$ cat src/design/mpm_pkg.sv
// package: register map, field layout, timing and carrier types of the motor protection monitor
package mpm_pkg;
  // -------------------------------------------------------------
  // register indices (byte address is four times the index)
  // -------------------------------------------------------------
  localparam logic [7:0] MPM_IDX_OL_RESET_THR   = 8'h50;
  localparam logic [7:0] MPM_IDX_OL_SHUNT       = 8'h51;
  localparam logic [7:0] MPM_IDX_OL_INHIBIT     = 8'h52;
  localparam logic [7:0] MPM_IDX_OL_ALARM_THR   = 8'h53;
  localparam logic [7:0] MPM_IDX_STALL_F_THR    = 8'h54;
  localparam logic [7:0] MPM_IDX_STALL_F_DLY    = 8'h55;
  localparam logic [7:0] MPM_IDX_LOWCUR_F_THR   = 8'h56;
  localparam logic [7:0] MPM_IDX_LOWCUR_F_DLY   = 8'h57;
  localparam logic [7:0] MPM_IDX_LOWCUR_A_THR   = 8'h58;
  localparam logic [7:0] MPM_IDX_LOWCUR_A_DLY   = 8'h59;
  localparam logic [7:0] MPM_IDX_HIPOW_F_THR    = 8'h5a;
  localparam logic [7:0] MPM_IDX_HIPOW_F_DLY    = 8'h5b;
  localparam logic [7:0] MPM_IDX_HIPOW_A_THR    = 8'h5c;
  localparam logic [7:0] MPM_IDX_HIPOW_A_DLY    = 8'h5d;
  localparam logic [7:0] MPM_IDX_LOPOW_F_THR    = 8'h5e;
  localparam logic [7:0] MPM_IDX_LOPOW_F_DLY    = 8'h5f;
  localparam logic [7:0] MPM_IDX_FAULT_EN       = 8'h60;
  localparam logic [7:0] MPM_IDX_ALARM_EN       = 8'h61;
  localparam logic [7:0] MPM_IDX_CONTROL        = 8'h62;
  localparam logic [7:0] MPM_IDX_STATUS         = 8'h63;
  localparam logic [7:0] MPM_IDX_USAGE          = 8'h64;
  localparam int         MPM_NCFG               = 16;
  // -------------------------------------------------------------
  // reset values (levels in percent or kW, delays in 0.1 s units)
  // -------------------------------------------------------------
  localparam logic [15:0] MPM_RST_OL_RESET_THR  = 16'h004b;
  localparam logic [15:0] MPM_RST_OL_ALARM_THR  = 16'h005a;
  localparam logic [15:0] MPM_RST_STALL_F_THR   = 16'h0258;
  localparam logic [15:0] MPM_RST_DELAY         = 16'h0001;
  localparam logic [15:0] MPM_RST_ZERO          = 16'h0000;
  localparam logic [7:0]  MPM_RST_EN_MASK       = 8'h00;
  localparam logic [7:0]  MPM_TRIP_LEVEL        = 8'h64;
  // -------------------------------------------------------------
  // field positions
  // -------------------------------------------------------------
  localparam int MPM_FLT_STALL   = 0;
  localparam int MPM_FLT_LOWCUR  = 1;
  localparam int MPM_FLT_HIPOW   = 2;
  localparam int MPM_FLT_LOPOW   = 3;
  localparam int MPM_ALM_OVLD    = 0;
  localparam int MPM_ALM_LOWCUR  = 1;
  localparam int MPM_ALM_HIPOW   = 2;
  localparam int MPM_CTL_AUTORST = 0;
  localparam int MPM_CTL_OLRESET = 1;
  localparam int MPM_STS_TRIP    = 0;
  localparam int MPM_STS_FLT_LSB = 4;
  localparam int MPM_STS_ALM_LSB = 8;
  localparam int MPM_STS_HOLD    = 12;
  localparam int MPM_STS_INHIB   = 13;
  // -------------------------------------------------------------
  // timing
  // -------------------------------------------------------------
  localparam int MPM_CLK_PERIOD_NS = 20;
  localparam int MPM_TENTH_NS      = 100_000_000;
  localparam int MPM_TENTH_CYCLES  = MPM_TENTH_NS / MPM_CLK_PERIOD_NS;
  localparam logic [3:0] MPM_TENTHS_PER_SEC = 4'ha;
  localparam logic [1:0] MPM_RESP_OKAY   = 2'h0;
  localparam logic [1:0] MPM_RESP_SLVERR = 2'h2;
  // -------------------------------------------------------------
  // carrier types
  // -------------------------------------------------------------
  typedef struct packed {
    logic [7:0]  thermal_usage_percent;
    logic [15:0] peak_current_pct;
    logic [15:0] phase_current_pct;
    logic [15:0] real_power_kw;
  } mpm_meas_t;
  typedef struct packed {
    logic start_cmd;
    logic stop_cmd;
    logic slow_speed;
    logic stopping;
  } mpm_starter_t;
endpackage
$ cat src/design/mpm_monitor.sv
// motor protection monitor: thermal trip control, qualified faults and alarms, axi4-lite registers
//
// Decided for this implementation: the AXI4-Lite slave port.
`timescale 1ns/1ps
`default_nettype none
// Summary of operation
// - after a thermal trip, reset only allowed once usage is below reset threshold
// - with auto restart on, trip clears itself when usage drops below threshold
// - usage accumulation held for shunt seconds after any start or stop command
// - trip suppressed for inhibit seconds during slow speed or stopping maneuvers
// - accumulation continues normally while trip is inhibited
// - overload alarm when usage exceeds alarm level and alarm bit enabled
// - stall fault when peak current exceeds level for the delay, if enabled
// - stall delay 0.1 to 100.0 s, condition must persist whole delay
// - low current fault when current stays below level for delay, if enabled
// - low current fault delay 0.1 to 99.0 s of continuous low current
// - low current alarm when current stays below alarm level for delay, if enabled
// - low current alarm delay 0.1 to 99.0 s continuous
// - high power fault when power exceeds level for delay, if enabled
// - high power fault delay 0.1 to 99.0 s, continuously above level
// - high power alarm when power exceeds alarm level for delay, if enabled
// - high power alarm delay 0.1 to 99.0 s, continuously above level
// - low power fault when power stays below level for delay, if enabled
// - low power fault delay 0.1 to 99.0 s, continuously below level
module mpm_monitor
  import mpm_pkg::*;
#(
  parameter int unsigned TICK_CYCLES = MPM_TENTH_CYCLES
) (
  input  wire logic         aclk,
  input  wire logic         aresetn,
  input  wire logic         ce,
  input  wire logic [31:0]  s_axi_awaddr,
  input  wire logic         s_axi_awvalid,
  output logic              s_axi_awready,
  input  wire logic [31:0]  s_axi_wdata,
  input  wire logic [3:0]   s_axi_wstrb,
  input  wire logic         s_axi_wvalid,
  output logic              s_axi_wready,
  output logic [1:0]        s_axi_bresp,
  output logic              s_axi_bvalid,
  input  wire logic         s_axi_bready,
  input  wire logic [31:0]  s_axi_araddr,
  input  wire logic         s_axi_arvalid,
  output logic              s_axi_arready,
  output logic [31:0]       s_axi_rdata,
  output logic [1:0]        s_axi_rresp,
  output logic              s_axi_rvalid,
  input  wire logic         s_axi_rready,
  input  wire mpm_meas_t    meas,
  input  wire mpm_starter_t starter,
  output logic              thermal_trip,
  output logic              thermal_accum_hold,
  output logic [3:0]        fault_flags,
  output logic [2:0]        alarm_flags
);
  // -------------------------------------------------------------
  // register decode
  // -------------------------------------------------------------
  function automatic logic reg_hit(input logic [31:0] addr);
    reg_hit = (addr[1:0] == 2'b00) && (addr[31:10] == 22'h0)
              && (addr[9:2] >= MPM_IDX_OL_RESET_THR) && (addr[9:2] <= MPM_IDX_USAGE);
  endfunction

  function automatic logic [15:0] cfg_reset(input int i);
    case (i)
      0:       cfg_reset = MPM_RST_OL_RESET_THR;
      3:       cfg_reset = MPM_RST_OL_ALARM_THR;
      4:       cfg_reset = MPM_RST_STALL_F_THR;
      5, 7, 9, 11, 13, 15: cfg_reset = MPM_RST_DELAY;
      default: cfg_reset = MPM_RST_ZERO;
    endcase
  endfunction

  logic [15:0] cfg_ff [0:MPM_NCFG-1];
  logic [3:0]  fault_en_ff;
  logic [2:0]  alarm_en_ff;
  logic        auto_restart_ff;
  logic        trip_ff;
  logic        hold_ff;
  logic [3:0]  fault_ff;
  logic [2:0]  alarm_ff;
  logic        inhibit_on;

  // -------------------------------------------------------------
  // axi4-lite write channel
  // -------------------------------------------------------------
  logic        awready_ff;
  logic        wready_ff;
  logic        bvalid_ff;
  logic [1:0]  bresp_ff;
  logic [31:0] awaddr_ff;
  logic [31:0] wdata_ff;
  logic [3:0]  wstrb_ff;
  logic        do_write;
  logic [7:0]  widx;

  assign do_write = !awready_ff && !wready_ff && !bvalid_ff;
  assign widx     = awaddr_ff[9:2];

  always_ff @(posedge aclk) begin
    if (!aresetn) begin
      awready_ff <= 1'b1;
      wready_ff  <= 1'b1;
      bvalid_ff  <= 1'b0;
      bresp_ff   <= MPM_RESP_OKAY;
      awaddr_ff  <= 32'h0000_0000;
      wdata_ff   <= 32'h0000_0000;
      wstrb_ff   <= 4'h0;
    end else if (ce) begin
      if (awready_ff && s_axi_awvalid) begin
        awready_ff <= 1'b0;
        awaddr_ff  <= s_axi_awaddr;
      end
      if (wready_ff && s_axi_wvalid) begin
        wready_ff <= 1'b0;
        wdata_ff  <= s_axi_wdata;
        wstrb_ff  <= s_axi_wstrb;
      end
      if (do_write) begin
        bvalid_ff <= 1'b1;
        bresp_ff  <= reg_hit(awaddr_ff) ? MPM_RESP_OKAY : MPM_RESP_SLVERR;
      end
      if (bvalid_ff && s_axi_bready) begin
        bvalid_ff  <= 1'b0;
        awready_ff <= 1'b1;
        wready_ff  <= 1'b1;
      end
    end
  end

  logic wr_ok;
  logic wr_lo;
  logic wr_hi;
  assign wr_ok = do_write && reg_hit(awaddr_ff);
  assign wr_lo = wstrb_ff[0];
  assign wr_hi = wstrb_ff[1];

  // -------------------------------------------------------------
  // configuration registers
  // -------------------------------------------------------------
  for (genvar g = 0; g < MPM_NCFG; g++) begin : g_cfg
    always_ff @(posedge aclk) begin
      if (!aresetn) begin
        cfg_ff[g] <= cfg_reset(g);
      end else if (ce && wr_ok && (widx == MPM_IDX_OL_RESET_THR + 8'(g))) begin
        if (wr_lo) begin
          cfg_ff[g][7:0] <= wdata_ff[7:0];
        end
        if (wr_hi) begin
          cfg_ff[g][15:8] <= wdata_ff[15:8];
        end
      end
    end
  end

  always_ff @(posedge aclk) begin
    if (!aresetn) begin
      fault_en_ff     <= MPM_RST_EN_MASK[3:0];
      alarm_en_ff     <= MPM_RST_EN_MASK[2:0];
      auto_restart_ff <= 1'b0;
    end else if (ce && wr_ok && wr_lo) begin
      if (widx == MPM_IDX_FAULT_EN) begin
        fault_en_ff <= wdata_ff[3:0];
      end
      if (widx == MPM_IDX_ALARM_EN) begin
        alarm_en_ff <= wdata_ff[2:0];
      end
      if (widx == MPM_IDX_CONTROL) begin
        auto_restart_ff <= wdata_ff[MPM_CTL_AUTORST];
      end
    end
  end

  // one-cycle strobes decoded from software writes
  logic       ol_reset_req;
  logic [3:0] fault_clr;
  assign ol_reset_req = wr_ok && wr_lo && (widx == MPM_IDX_CONTROL)
                        && wdata_ff[MPM_CTL_OLRESET];
  assign fault_clr    = (wr_ok && wr_lo && (widx == MPM_IDX_STATUS))
                        ? wdata_ff[MPM_STS_FLT_LSB +: 4] : 4'h0;

  // -------------------------------------------------------------
  // axi4-lite read channel
  // -------------------------------------------------------------
  logic        arready_ff;
  logic        rvalid_ff;
  logic [31:0] rdata_ff;
  logic [1:0]  rresp_ff;
  logic [31:0] rd_mux;
  logic [7:0]  ridx;
  logic [15:0] status_word;

  assign ridx        = s_axi_araddr[9:2];
  assign status_word = {2'b00, inhibit_on, hold_ff, 1'b0, alarm_ff, fault_ff, 3'b000, trip_ff};

  always_comb begin
    rd_mux = 32'h0000_0000;
    if (ridx >= MPM_IDX_OL_RESET_THR && ridx <= MPM_IDX_LOPOW_F_DLY) begin
      rd_mux[15:0] = cfg_ff[4'(ridx - MPM_IDX_OL_RESET_THR)];
    end else begin
      case (ridx)
        MPM_IDX_FAULT_EN: rd_mux[3:0]  = fault_en_ff;
        MPM_IDX_ALARM_EN: rd_mux[2:0]  = alarm_en_ff;
        MPM_IDX_CONTROL:  rd_mux[0]    = auto_restart_ff;
        MPM_IDX_STATUS:   rd_mux[15:0] = status_word;
        MPM_IDX_USAGE:    rd_mux[7:0]  = meas.thermal_usage_percent;
        default:          rd_mux       = 32'h0000_0000;
      endcase
    end
  end

  always_ff @(posedge aclk) begin
    if (!aresetn) begin
      arready_ff <= 1'b1;
      rvalid_ff  <= 1'b0;
      rdata_ff   <= 32'h0000_0000;
      rresp_ff   <= MPM_RESP_OKAY;
    end else if (ce) begin
      if (arready_ff && s_axi_arvalid) begin
        arready_ff <= 1'b0;
        rvalid_ff  <= 1'b1;
        rdata_ff   <= reg_hit(s_axi_araddr) ? rd_mux : 32'h0000_0000;
        rresp_ff   <= reg_hit(s_axi_araddr) ? MPM_RESP_OKAY : MPM_RESP_SLVERR;
      end else if (rvalid_ff && s_axi_rready) begin
        rvalid_ff  <= 1'b0;
        arready_ff <= 1'b1;
      end
    end
  end

  // -------------------------------------------------------------
  // timebase: tenth-second and second ticks
  // -------------------------------------------------------------
  logic [31:0] tick_cnt_ff;
  logic [3:0]  tenth_cnt_ff;
  logic        tenth_tick;
  logic        sec_tick;
  assign tenth_tick = (tick_cnt_ff == TICK_CYCLES - 1);
  assign sec_tick   = tenth_tick && (tenth_cnt_ff == MPM_TENTHS_PER_SEC - 4'h1);

  always_ff @(posedge aclk) begin
    if (!aresetn) begin
      tick_cnt_ff  <= 32'h0000_0000;
      tenth_cnt_ff <= 4'h0;
    end else if (ce) begin
      tick_cnt_ff <= tenth_tick ? 32'h0000_0000 : tick_cnt_ff + 32'h0000_0001;
      if (tenth_tick) begin
        tenth_cnt_ff <= sec_tick ? 4'h0 : tenth_cnt_ff + 4'h1;
      end
    end
  end

  // -------------------------------------------------------------
  // thermal trip, shunt and inhibit
  // -------------------------------------------------------------
  logic [15:0] shunt_cnt_ff;
  logic [15:0] inhib_cnt_ff;
  logic        maneuver;
  logic        maneuver_d_ff;
  logic        below_reset;
  assign maneuver    = starter.slow_speed || starter.stopping;
  assign below_reset = {8'h00, meas.thermal_usage_percent} < cfg_ff[0];
  // inhibit window opens at the start of each maneuver; accumulation is untouched
  assign inhibit_on  = maneuver
                       && ((maneuver_d_ff ? inhib_cnt_ff : cfg_ff[2]) != 16'h0000);

  always_ff @(posedge aclk) begin
    if (!aresetn) begin
      shunt_cnt_ff <= 16'h0000;
      hold_ff      <= 1'b0;
    end else if (ce) begin
      if (starter.start_cmd || starter.stop_cmd) begin
        shunt_cnt_ff <= cfg_ff[1];
        hold_ff      <= cfg_ff[1] != 16'h0000;
      end else begin
        if (sec_tick && shunt_cnt_ff != 16'h0000) begin
          shunt_cnt_ff <= shunt_cnt_ff - 16'h0001;
        end
        hold_ff <= !(sec_tick && shunt_cnt_ff == 16'h0001) && shunt_cnt_ff != 16'h0000;
      end
    end
  end

  always_ff @(posedge aclk) begin
    if (!aresetn) begin
      inhib_cnt_ff  <= 16'h0000;
      maneuver_d_ff <= 1'b0;
    end else if (ce) begin
      maneuver_d_ff <= maneuver;
      if (maneuver && !maneuver_d_ff) begin
        inhib_cnt_ff <= cfg_ff[2];
      end else if (!maneuver) begin
        inhib_cnt_ff <= 16'h0000;
      end else if (sec_tick && inhib_cnt_ff != 16'h0000) begin
        inhib_cnt_ff <= inhib_cnt_ff - 16'h0001;
      end
    end
  end

  always_ff @(posedge aclk) begin
    if (!aresetn) begin
      trip_ff <= 1'b0;
    end else if (ce) begin
      // a fresh trip condition beats a reset in the same cycle
      if (meas.thermal_usage_percent >= MPM_TRIP_LEVEL && !inhibit_on) begin
        trip_ff <= 1'b1;
      end else if (trip_ff && below_reset && (auto_restart_ff || ol_reset_req)) begin
        trip_ff <= 1'b0;
      end
    end
  end

  // -------------------------------------------------------------
  // qualification timers
  // -------------------------------------------------------------
  // order: stall f, low current f, low current a, high power f, high power a, low power f
  localparam int NQ = 6;
  logic [NQ-1:0] q_cond;
  logic [NQ-1:0] q_done;
  logic [15:0]   q_dly [0:NQ-1];

  assign q_cond[0] = meas.peak_current_pct > cfg_ff[4];
  assign q_cond[1] = meas.phase_current_pct < cfg_ff[6];
  assign q_cond[2] = meas.phase_current_pct < cfg_ff[8];
  assign q_cond[3] = meas.real_power_kw > cfg_ff[10];
  assign q_cond[4] = meas.real_power_kw > cfg_ff[12];
  assign q_cond[5] = meas.real_power_kw < cfg_ff[14];
  assign q_dly[0]  = cfg_ff[5];
  assign q_dly[1]  = cfg_ff[7];
  assign q_dly[2]  = cfg_ff[9];
  assign q_dly[3]  = cfg_ff[11];
  assign q_dly[4]  = cfg_ff[13];
  assign q_dly[5]  = cfg_ff[15];

  for (genvar q = 0; q < NQ; q++) begin : g_qual
    logic [15:0] cnt_ff;
    logic [15:0] lim;
    // a zero delay would qualify instantly, so it is held to the 0.1 s minimum
    assign lim       = (q_dly[q] == 16'h0000) ? MPM_RST_DELAY : q_dly[q];
    assign q_done[q] = q_cond[q] && (cnt_ff >= lim);
    always_ff @(posedge aclk) begin
      if (!aresetn) begin
        cnt_ff <= 16'h0000;
      end else if (ce) begin
        if (!q_cond[q]) begin
          cnt_ff <= 16'h0000;
        end else if (tenth_tick && cnt_ff < lim) begin
          cnt_ff <= cnt_ff + 16'h0001;
        end
      end
    end
  end

  // -------------------------------------------------------------
  // fault latches and alarm levels
  // -------------------------------------------------------------
  logic [3:0] fault_set;
  assign fault_set = {q_done[5], q_done[3], q_done[1], q_done[0]} & fault_en_ff;

  always_ff @(posedge aclk) begin
    if (!aresetn) begin
      fault_ff <= 4'h0;
      alarm_ff <= 3'h0;
    end else if (ce) begin
      // set wins over a write-one-to-clear in the same cycle
      fault_ff <= fault_set | (fault_ff & ~fault_clr);
      alarm_ff[MPM_ALM_OVLD]   <= alarm_en_ff[MPM_ALM_OVLD]
                                  && ({8'h00, meas.thermal_usage_percent} > cfg_ff[3]);
      alarm_ff[MPM_ALM_LOWCUR] <= alarm_en_ff[MPM_ALM_LOWCUR] && q_done[2];
      alarm_ff[MPM_ALM_HIPOW]  <= alarm_en_ff[MPM_ALM_HIPOW] && q_done[4];
    end
  end

  // -------------------------------------------------------------
  // outputs
  // -------------------------------------------------------------
  assign s_axi_awready      = awready_ff;
  assign s_axi_wready       = wready_ff;
  assign s_axi_bvalid       = bvalid_ff;
  assign s_axi_bresp        = bresp_ff;
  assign s_axi_arready      = arready_ff;
  assign s_axi_rvalid       = rvalid_ff;
  assign s_axi_rdata        = rdata_ff;
  assign s_axi_rresp        = rresp_ff;
  assign thermal_trip       = trip_ff;
  assign thermal_accum_hold = hold_ff;
  assign fault_flags        = fault_ff;
  assign alarm_flags        = alarm_ff;
endmodule
`default_nettype wire

$ cat config.mk
export PLATFORM = sky130hd
export DESIGN_NAME = mpm_monitor
export DESIGN_NICKNAME = d
export VERILOG_FILES = /design/src/design/mpm_pkg.sv /design/src/design/mpm_monitor.sv
export SDC_FILE = /design/constraint.sdc
export NUM_CORES = 1
export LEC_CHECK = 0
export CAP_MARGIN = 20
export CORE_MARGIN = 2
export CORE_UTILIZATION = 60
export DETAILED_ROUTE_END_ITERATION = 16
export DONT_BUFFER_PORTS = 1
export PLACE_DENSITY = 0.75
export SETUP_SLACK_MARGIN = 0.4
export SLEW_MARGIN = 20
export SYNTH_ARGS = -nofsm -noshare
export SYNTH_HDL_FRONTEND = slang
export SYNTH_SLANG_ARGS = --single-unit
$ cat constraint.sdc
create_clock -name aclk -period 5.34 [get_ports aclk]
set_clock_uncertainty 0.1 [all_clocks]
set_input_delay 1.068 -clock aclk [delete_from_list [all_inputs] [get_ports aclk]]
set_output_delay 1.068 -clock aclk [all_outputs]
set_load 0.02 [all_outputs]
==> results of run 1 <==
==> stage by stage <==
stage | cells | hold WS (ps) | power, mW
finish | 3683 | 354.5 | 9.009
global route | 3682 | 375.0 | 9.239
CTS | 3679 | 356.6 | 8.986
detailed placement | 3580 | 348.8 | 5.196
global placement | 3579 | 340.7 | 5.154
floorplan | 3078 | 331.8 | 4.962
==> report_power, final <==
group          internal (mW)  switching (mW)  total (mW)
registers               4.21           0.152        4.37
logic                  0.297           0.482       0.779
clock network           2.21            1.65        3.86
total                   6.72            2.29        9.01
==> state kept, by name (all words and copies together), names as in the netlist, 2 cells and up <==
register and count:
cfg_ff 256, g_qual.cnt_ff 96, awaddr_ff 32, tick_cnt_ff 32, inhib_cnt_ff 16, s_axi_rdata 16
shunt_cnt_ff 16, wdata_ff 16, fault_en_ff 4, fault_flags 4, tenth_cnt_ff 4, alarm_en_ff 3
alarm_flags 3, wstrb_ff 2
==> path summary, 6_finish.rpt <==
path                            cells past startpoint                     endpoint  slack [ps]
worst max-delay path                                6  cfg_ff[15][4]$_SDFFCE_PN0P_        1020
worst min-delay path                                2   awaddr_ff[19]$_SDFFE_PN0P_         350
worst max register to register                      6  cfg_ff[15][4]$_SDFFCE_PN0P_        1020
worst min register to register                      2   awaddr_ff[19]$_SDFFE_PN0P_         350
==> area by class of cell <==
class	count	area (sq um)
diodes	1	2.502
clock buffers	69	1514
clock inverters	30	292.8
fillers	3883	16910
inverters	241	907.1
multi-input cells	2172	15180
flip-flops and latches	511	12790
well taps	622	778.2
repair buffers	37	270.3
==> cell usage in the layout, fill, tap and decap left out, types with 31 or more instances in the layout <==
| cell | instances |
|---|---|
| nand2_1 | 272 |
| edfxtp_1 | 256 |
| dfxtp_1 | 255 |
| a21oi_1 | 254 |
| and2_1 | 251 |
| inv_1 | 241 |
| ha_1 | 216 |
| nor2_1 | 184 |
| o21ai_0 | 129 |
| nand3_1 | 104 |
| mux4_2 | 81 |
| nand4_1 | 64 |
| clkbuf_16 | 56 |
| nor4_1 | 55 |
| or3_1 | 50 |
| nor3_1 | 46 |
| o31ai_1 | 44 |
| or4_1 | 42 |
| buf_4 | 34 |
| xor2_1 | 31 |
==> cell families after synthesis <==
| family | synth area share [%] |
|---|---|
| AOI/OAI and AO/OA | 12.47 |
| xor gates and xnor gates | 1.517 |
| adders and majority gates | 9.176 |
| buffers and inverters | 5.319 |
| DFF | 43.43 |
| muxes | 6.708 |
| other | 0.01273 |
| and+or+nand+nor | 21.36 |
==> layer usage <==
layer / part of all wire [%] / wire length [um]
met1: 36 / 32310
met2: 46 / 41040
met3: 11 / 9992
met4: 6.7 / 5965
met5: 0.038 / 34
==> Yosys cell counts, types with 13 or more instances <==
| cell type | instances | area, sq um |
|---|---|---|
| dfxtp_1 | 255 | 5105 |
| xor2_1 | 31 | 271.5 |
| inv_1 | 241 | 904.6 |
| or3_1 | 50 | 312.8 |
| nand4_1 | 64 | 400.4 |
| a22oi_1 | 15 | 112.6 |
| ha_1 | 216 | 2703 |
| buf_4 | 18 | 135.1 |
| a211oi_1 | 19 | 142.6 |
| mux4_2 | 81 | 1824 |
| or4_1 | 42 | 315.3 |
| xnor2_1 | 20 | 175.2 |
| a21o_1 | 21 | 157.7 |
| o21ai_0 | 133 | 665.6 |
| o21a_1 | 14 | 105.1 |
| nand3_1 | 105 | 525.5 |
| nand2_1 | 273 | 1025 |
| nor2_1 | 185 | 694.4 |
| a31oi_1 | 13 | 81.33 |
| nor4_1 | 56 | 350.3 |
| nor2b_1 | 22 | 137.6 |
| buf_1 | 18 | 67.56 |
| o31ai_1 | 44 | 330.3 |
| clkbuf_1 | 115 | 431.7 |
| and3_1 | 29 | 181.4 |
| mux2i_1 | 14 | 140.1 |
| edfxtp_1 | 256 | 7687 |
| and2_1 | 251 | 1570 |
| o211ai_1 | 14 | 105.1 |
| a21oi_1 | 254 | 1271 |
| nor3_1 | 46 | 230.2 |
| and4_1 | 14 | 122.6 |
==> worst max-delay path, cell delays in order (launching register included) <==
cell	delay [ps]
dfxtp_1	430
nor3_1	480
nand4_1	170
or4_1	590
nor4_1	870
nand3_1	340
o21ai_0	930
==> out/qor.yml, run 1 <==
worst_hold_path:
  hold_class: "register to register"
  hp-start: "awaddr_ff[19]$_SDFFE_PN0P_"
grt:
  use_met1_pct: 43.73
  grt_use_total_pct: 34.99
  grt_pass1_wl_um: 134800
  use_met2_pct: 55.85
  antenna_found_initial: 8
  use_met3_pct: 7.823
  top_usage_layer: "met2"
  grt_overflow_total: 0
  grt_max_degree: 72
  grt_pass1_vias: 23270
setup_path:
  startpoint: "s_axi_wready$_SDFFE_PN1P_"
  cp_data_required_time_ps: 5470
  reg2reg_from: "s_axi_wready$_SDFFE_PN1P_"
  crit_path_start_kind: "register"
  crit_fanout: 8
  crit_arrival_ps: 4450
  critPathKind: "register to register"
  end_kind: "register"
floorplanning:
  core_sq_um: 48650
  io_pins: 218
  fp-row-count: 81
  dieWidth_um: 225.6
  initial_utilization_pct: 60.54
  die-area_sq_um: 50880
  die_h_um: 225.6
sta:
  finalSetupTns_ps: 0
  hold_violations: 0
  clock.fmax_mhz: 231.5
  period_needed_ps: 4320
  setup_viol: 0
  timing.final.ws_setup_ps: 1020
  rsz0062_at_grt: "no"
  period_share_pct: 80.90
  finalMaxSlewViolations: 0
  max_slew_margin_pct: 17.37
  worst_pin_slew_ps: 1238
place:
  gp_congestion: 0.9882
  placed_area_sq_um: 29900
  port_buffers: 0
  dp_hpwl_um: 65320
  place_ws_ps: 1183
clocking:
  cts_tree: "done"
  numClockSinks: 511
  cts_max_level: 2
  clockBufferDepth: 3
  path_clk_slew_ps: 60
  cts_resized: 0
  cts_buffers: 54
  cts_root_buffer: "clkbuf_16"
  clk_latency_ps: 630
  cts_setup_buffers: 0
  holdBufCountCts: 0
yosys:
  synth_cells: 3061
  synth_cell_type_count: 82
  yosys_warnings: 0
  synth_edf_count: 256
  ys_dominant_reg_cell: "edfxtp_1"
  async_reset_ff_share_pct: 0
  syn_area_sq_um: 29450
  synth_area_per_cell_sq_um: 9.622
  yosysSeqAreaShare_pct: 43.43
  yosys_register_bits: 511
routing:
  drt_iter0_drc: 2820
  drc: 0
  vias: 24430
  ant_nets: 0
  post_drt_wl_per_cell_um: 24.26
  first_pass_iters: 5
  routed_wl_um: 89340
  vias_per_cell: 6.634
finish:
  syn_to_final_growth_pct: 7.753
  drive_gt1_share_pct: 8.105
  final_area_sq_um: 31740
  post-route-util_pct: 65.24
  fin_nets: 3401
flow_run:
  maxCapViolations: 0
pwr:
  ir_worst_vdd_v: 0.0002942
  p_leak_nw: 11.92
  powerDensity_nw_per_um2: 283.9
outcome:
  status: "completed"
No activity file was read; power rests on OpenSTA's default activity.
==> inputs of run 2 (changes only) <==
--- a/config.mk
+++ b/config.mk
@@ -7,10 +7,10 @@
 export LEC_CHECK = 0
 export CAP_MARGIN = 20
 export CORE_MARGIN = 2
-export CORE_UTILIZATION = 60
+export CORE_UTILIZATION = 59
 export DETAILED_ROUTE_END_ITERATION = 16
 export DONT_BUFFER_PORTS = 1
-export PLACE_DENSITY = 0.75
+export PLACE_DENSITY = 0.77
 export SETUP_SLACK_MARGIN = 0.4
 export SLEW_MARGIN = 20
 export SYNTH_ARGS = -nofsm -noshare
==> constraint.sdc (replaced) <==
create_clock -name aclk -period 3.8 [get_ports aclk]
set_clock_uncertainty 0.1 [all_clocks]
set_input_delay 0.76 -clock aclk [delete_from_list [all_inputs] [get_ports aclk]]
set_output_delay 0.76 -clock aclk [all_outputs]
set_load 0.02 [all_outputs]
==> out/qor.yml, run 2 (synthesized netlist as in run 1, its figures left out) <==
outcome:
  status: "completed"  # unchanged
clocking:
  numClockSinks: 511  # unchanged
  cts_tree: "done"  # unchanged
  cts_buffers: 54  # unchanged
  holdBufCountCts: 0  # unchanged
  clk_latency_ps: 640  # was 630 ps
  cts_root_buffer: "clkbuf_16"  # unchanged
  path_clk_slew_ps: 70  # was 60 ps
  clockBufferDepth: 3  # unchanged
  cts_max_level: 2  # unchanged
floorplanning:
  io_pins: 218  # unchanged
  fp-row-count: 81  # unchanged
  dieWidth_um: 227.4  # was 225.6 um
  die-area_sq_um: 51720  # was 50,880 sq um
  core_sq_um: 49150  # was 48,650 sq um
  initial_utilization_pct: 59.92  # was 60.54%
  die_h_um: 227.4  # was 225.6 um
pwr:
  ir_worst_vdd_v: 0.0003995  # was 0.0002942 V
  powerDensity_nw_per_um2: 396.2  # was 283.9 nW/um^2
  p_leak_nw: 12.13  # was 11.92 nW
  total_power_mw: 12.75  # was 9.009 mW
place:
  port_buffers: 0  # unchanged
  dp_hpwl_um: 66760  # was 65,320 um
  gp_congestion: 0.9906  # was 0.9882
finish:
  largest-register: "cfg_ff"  # unchanged
  final_common_cell: "nand2_1"  # unchanged
  final_cell_mix: "nand2_1 (273), edfxtp_1 (256), dfxtp_1 (255)"  # was nand2_1 (272), edfxtp_1 (256), dfxtp_1 (255)
  syn_to_final_growth_pct: 9.249  # was 7.753%
  largest_register_ffs: 256  # unchanged
  fill_cells: 3786  # was 3,883
  top_regs: "cfg_ff: 256 flops, g_qual.cnt_ff: 96 flops"  # unchanged
  fin_nets: 3436  # was 3,401
  drive_gt1_share_pct: 9.135  # was 8.105%
grt:
  grt_pass1_vias: 23500  # was 23,270
  grt_use_total_pct: 34.96  # was 34.99%
  antenna_found_initial: 3  # was 8
  grt_max_degree: 72  # unchanged
  grt_overflow_total: 0  # unchanged
  grt_pass1_wl_um: 135700  # was 134,800 um
routing:
  drc: 0  # unchanged
  first_pass_iters: 6  # was 5
  vias: 24660  # was 24,430
  post_drt_wl_per_cell_um: 24.09  # was 24.26 um
  routed_wl_um: 90690  # was 89,340 um
  vias_per_cell: 6.550  # was 6.634
  drt_iter0_drc: 2701  # was 2,820
  ant_nets: 0  # unchanged
worst_hold_path:
  hold_end: "wdata_ff[12]$_SDFFE_PN0P_"  # was awaddr_ff[19]$_SDFFE_PN0P_
  hold_class: "primary input to register"  # was register to register
  worst_hold_path.num_cells: 2  # unchanged
  hp-start: "s_axi_wdata[12]"  # was awaddr_ff[19]$_SDFFE_PN0P_
setup_path:
  end_kind: "register"  # unchanged
  crit_path_start_kind: "register"  # unchanged
  crit_fanout: 11  # was 8
  rr_endpoint: "g_qual[1].cnt_ff[10]$_SDFFE_PN0P_"  # was cfg_ff[15][4]$_SDFFCE_PN0P_
  cp_data_required_time_ps: 4240  # was 5470 ps
  reg2reg_setup_slack_ps: 480  # was 1020 ps
  reg2reg_from: "tick_cnt_ff[11]$_SDFFE_PN0P_"  # was s_axi_wready$_SDFFE_PN1P_
  reg2reg_depth: 8  # was 6
  critPathKind: "register to register"  # unchanged
  crit_arrival_ps: 3760  # was 4450 ps
sta:
  rsz0062_at_grt: "no"  # unchanged
  finalMaxSlewViolations: 0  # unchanged
  clock.fmax_mhz: 301.1  # was 231.5 MHz
  period_share_pct: 87.39  # was 80.90%
  finalSetupTns_ps: 0  # unchanged
  max_slew_margin_pct: 19.09  # was 17.37%
  setup_viol: 0  # unchanged
  worst_pin_slew_ps: 1212  # was 1238 ps
  hold_violations: 0  # unchanged
  period_needed_ps: 3321  # was 4320 ps
flow_run:
  maxCapViolations: 0  # unchanged
[run 2: changes by cell type in the layout (fill, tap and decap cells not counted), moves of 2 or more]
cell	delta
and4_1	-2
and4_2	+2
buf_12	+2
buf_4	+35
bufinv_16	-2
clkbuf_1	+9
clkbuf_16	+5
clkbuf_2	-2
clkinv_1	+2
clkinv_2	-2
clkinvlp_4	-2
inv_4	-4
o21ai_0	+4
o21ai_1	-4
[run 2: how the worst max path moves through the flow]
stage | start | end | slack (ps)
5_1_grt | tick_cnt_ff[11]$_SDFFE_PN0P_ | g_qual[1].cnt_ff[10]$_SDFFE_PN0P_ | 380
3_5_place_dp | meas[47] | g_qual[0].cnt_ff[7]$_SDFFE_PN0P_ | 160
3_3_place_gp | meas[47] | g_qual[0].cnt_ff[5]$_SDFFE_PN0P_ | 290
4_1_cts | tick_cnt_ff[13]$_SDFFE_PN0P_ | g_qual[1].cnt_ff[10]$_SDFFE_PN0P_ | 450
2_1_floorplan | s_axi_araddr[2] | s_axi_rdata[10]$_SDFFE_PN0P_ | 520
6_report | tick_cnt_ff[11]$_SDFFE_PN0P_ | g_qual[1].cnt_ff[10]$_SDFFE_PN0P_ | 480
[run 2: per-stage QoR]
step | area (sq um) | util (%) | hold WS [ps] | std cells | worst slack [ps]
floorplan | 29520 | - | 331.8 | 3078 | 518.0
global placement | 30220 | 61.48 | 340.8 | 3656 | 292.3
detailed placement | 30220 | 61.48 | 344.9 | 3656 | 160.5
CTS | 32110 | 65.32 | 142.3 | 3760 | 451.7
global route | 32180 | 65.46 | 157.3 | 3764 | 379.4
finish | 32180 | 65.46 | 164.9 | 3764 | 479.1
[run 2: layer usage]
metal,vias up,track usage (%),share of wire (%)
li1,11110,-,-
met5,-,0,0
met3,314,8.441,12
met2,1401,55.59,46
met1,11830,43.55,36
met4,0,20.51,6.3
[run 2: critical path, cell delays in order, from the launching register on]
cell	delay, ps
dfxtp_1	450
or4b_4	510
nor4_4	340
nand3_4	130
buf_12	160
or4_4	610
and2_4	230
or4_1	530
a21oi_1	160
[run 2: power breakdown]
group	switching [mW]	total (mW)	internal, mW	leakage, nW
logic	0.674	1.11	0.439	6.58
clock network	2.32	5.49	3.18	0.906
registers	0.221	6.14	5.92	4.64
[run 2: final cells by class]
class / instances / area, sq um / share of cell area (%)
clock buffer: 82 / 1665 / 5.176
sequential: 511 / 12790 / 39.76
inverter: 241 / 907.1 / 2.819
multi-input combinational: 2173 / 15240 / 47.35
antenna: 2 / 5.005 / 0.01555
tap: 664 / 830.8 / 2.582
clock inverter: 20 / 181.4 / 0.5639
timing repair buffer: 71 / 558.0 / 1.734
[run 2: timing repair]
item                       4_1_cts  5_1_grt
gates resized for setup          4        7
setup endpoints to repair       20       27
pin swaps                        1        2
setup buffers                    2        1
cloned                           0        1
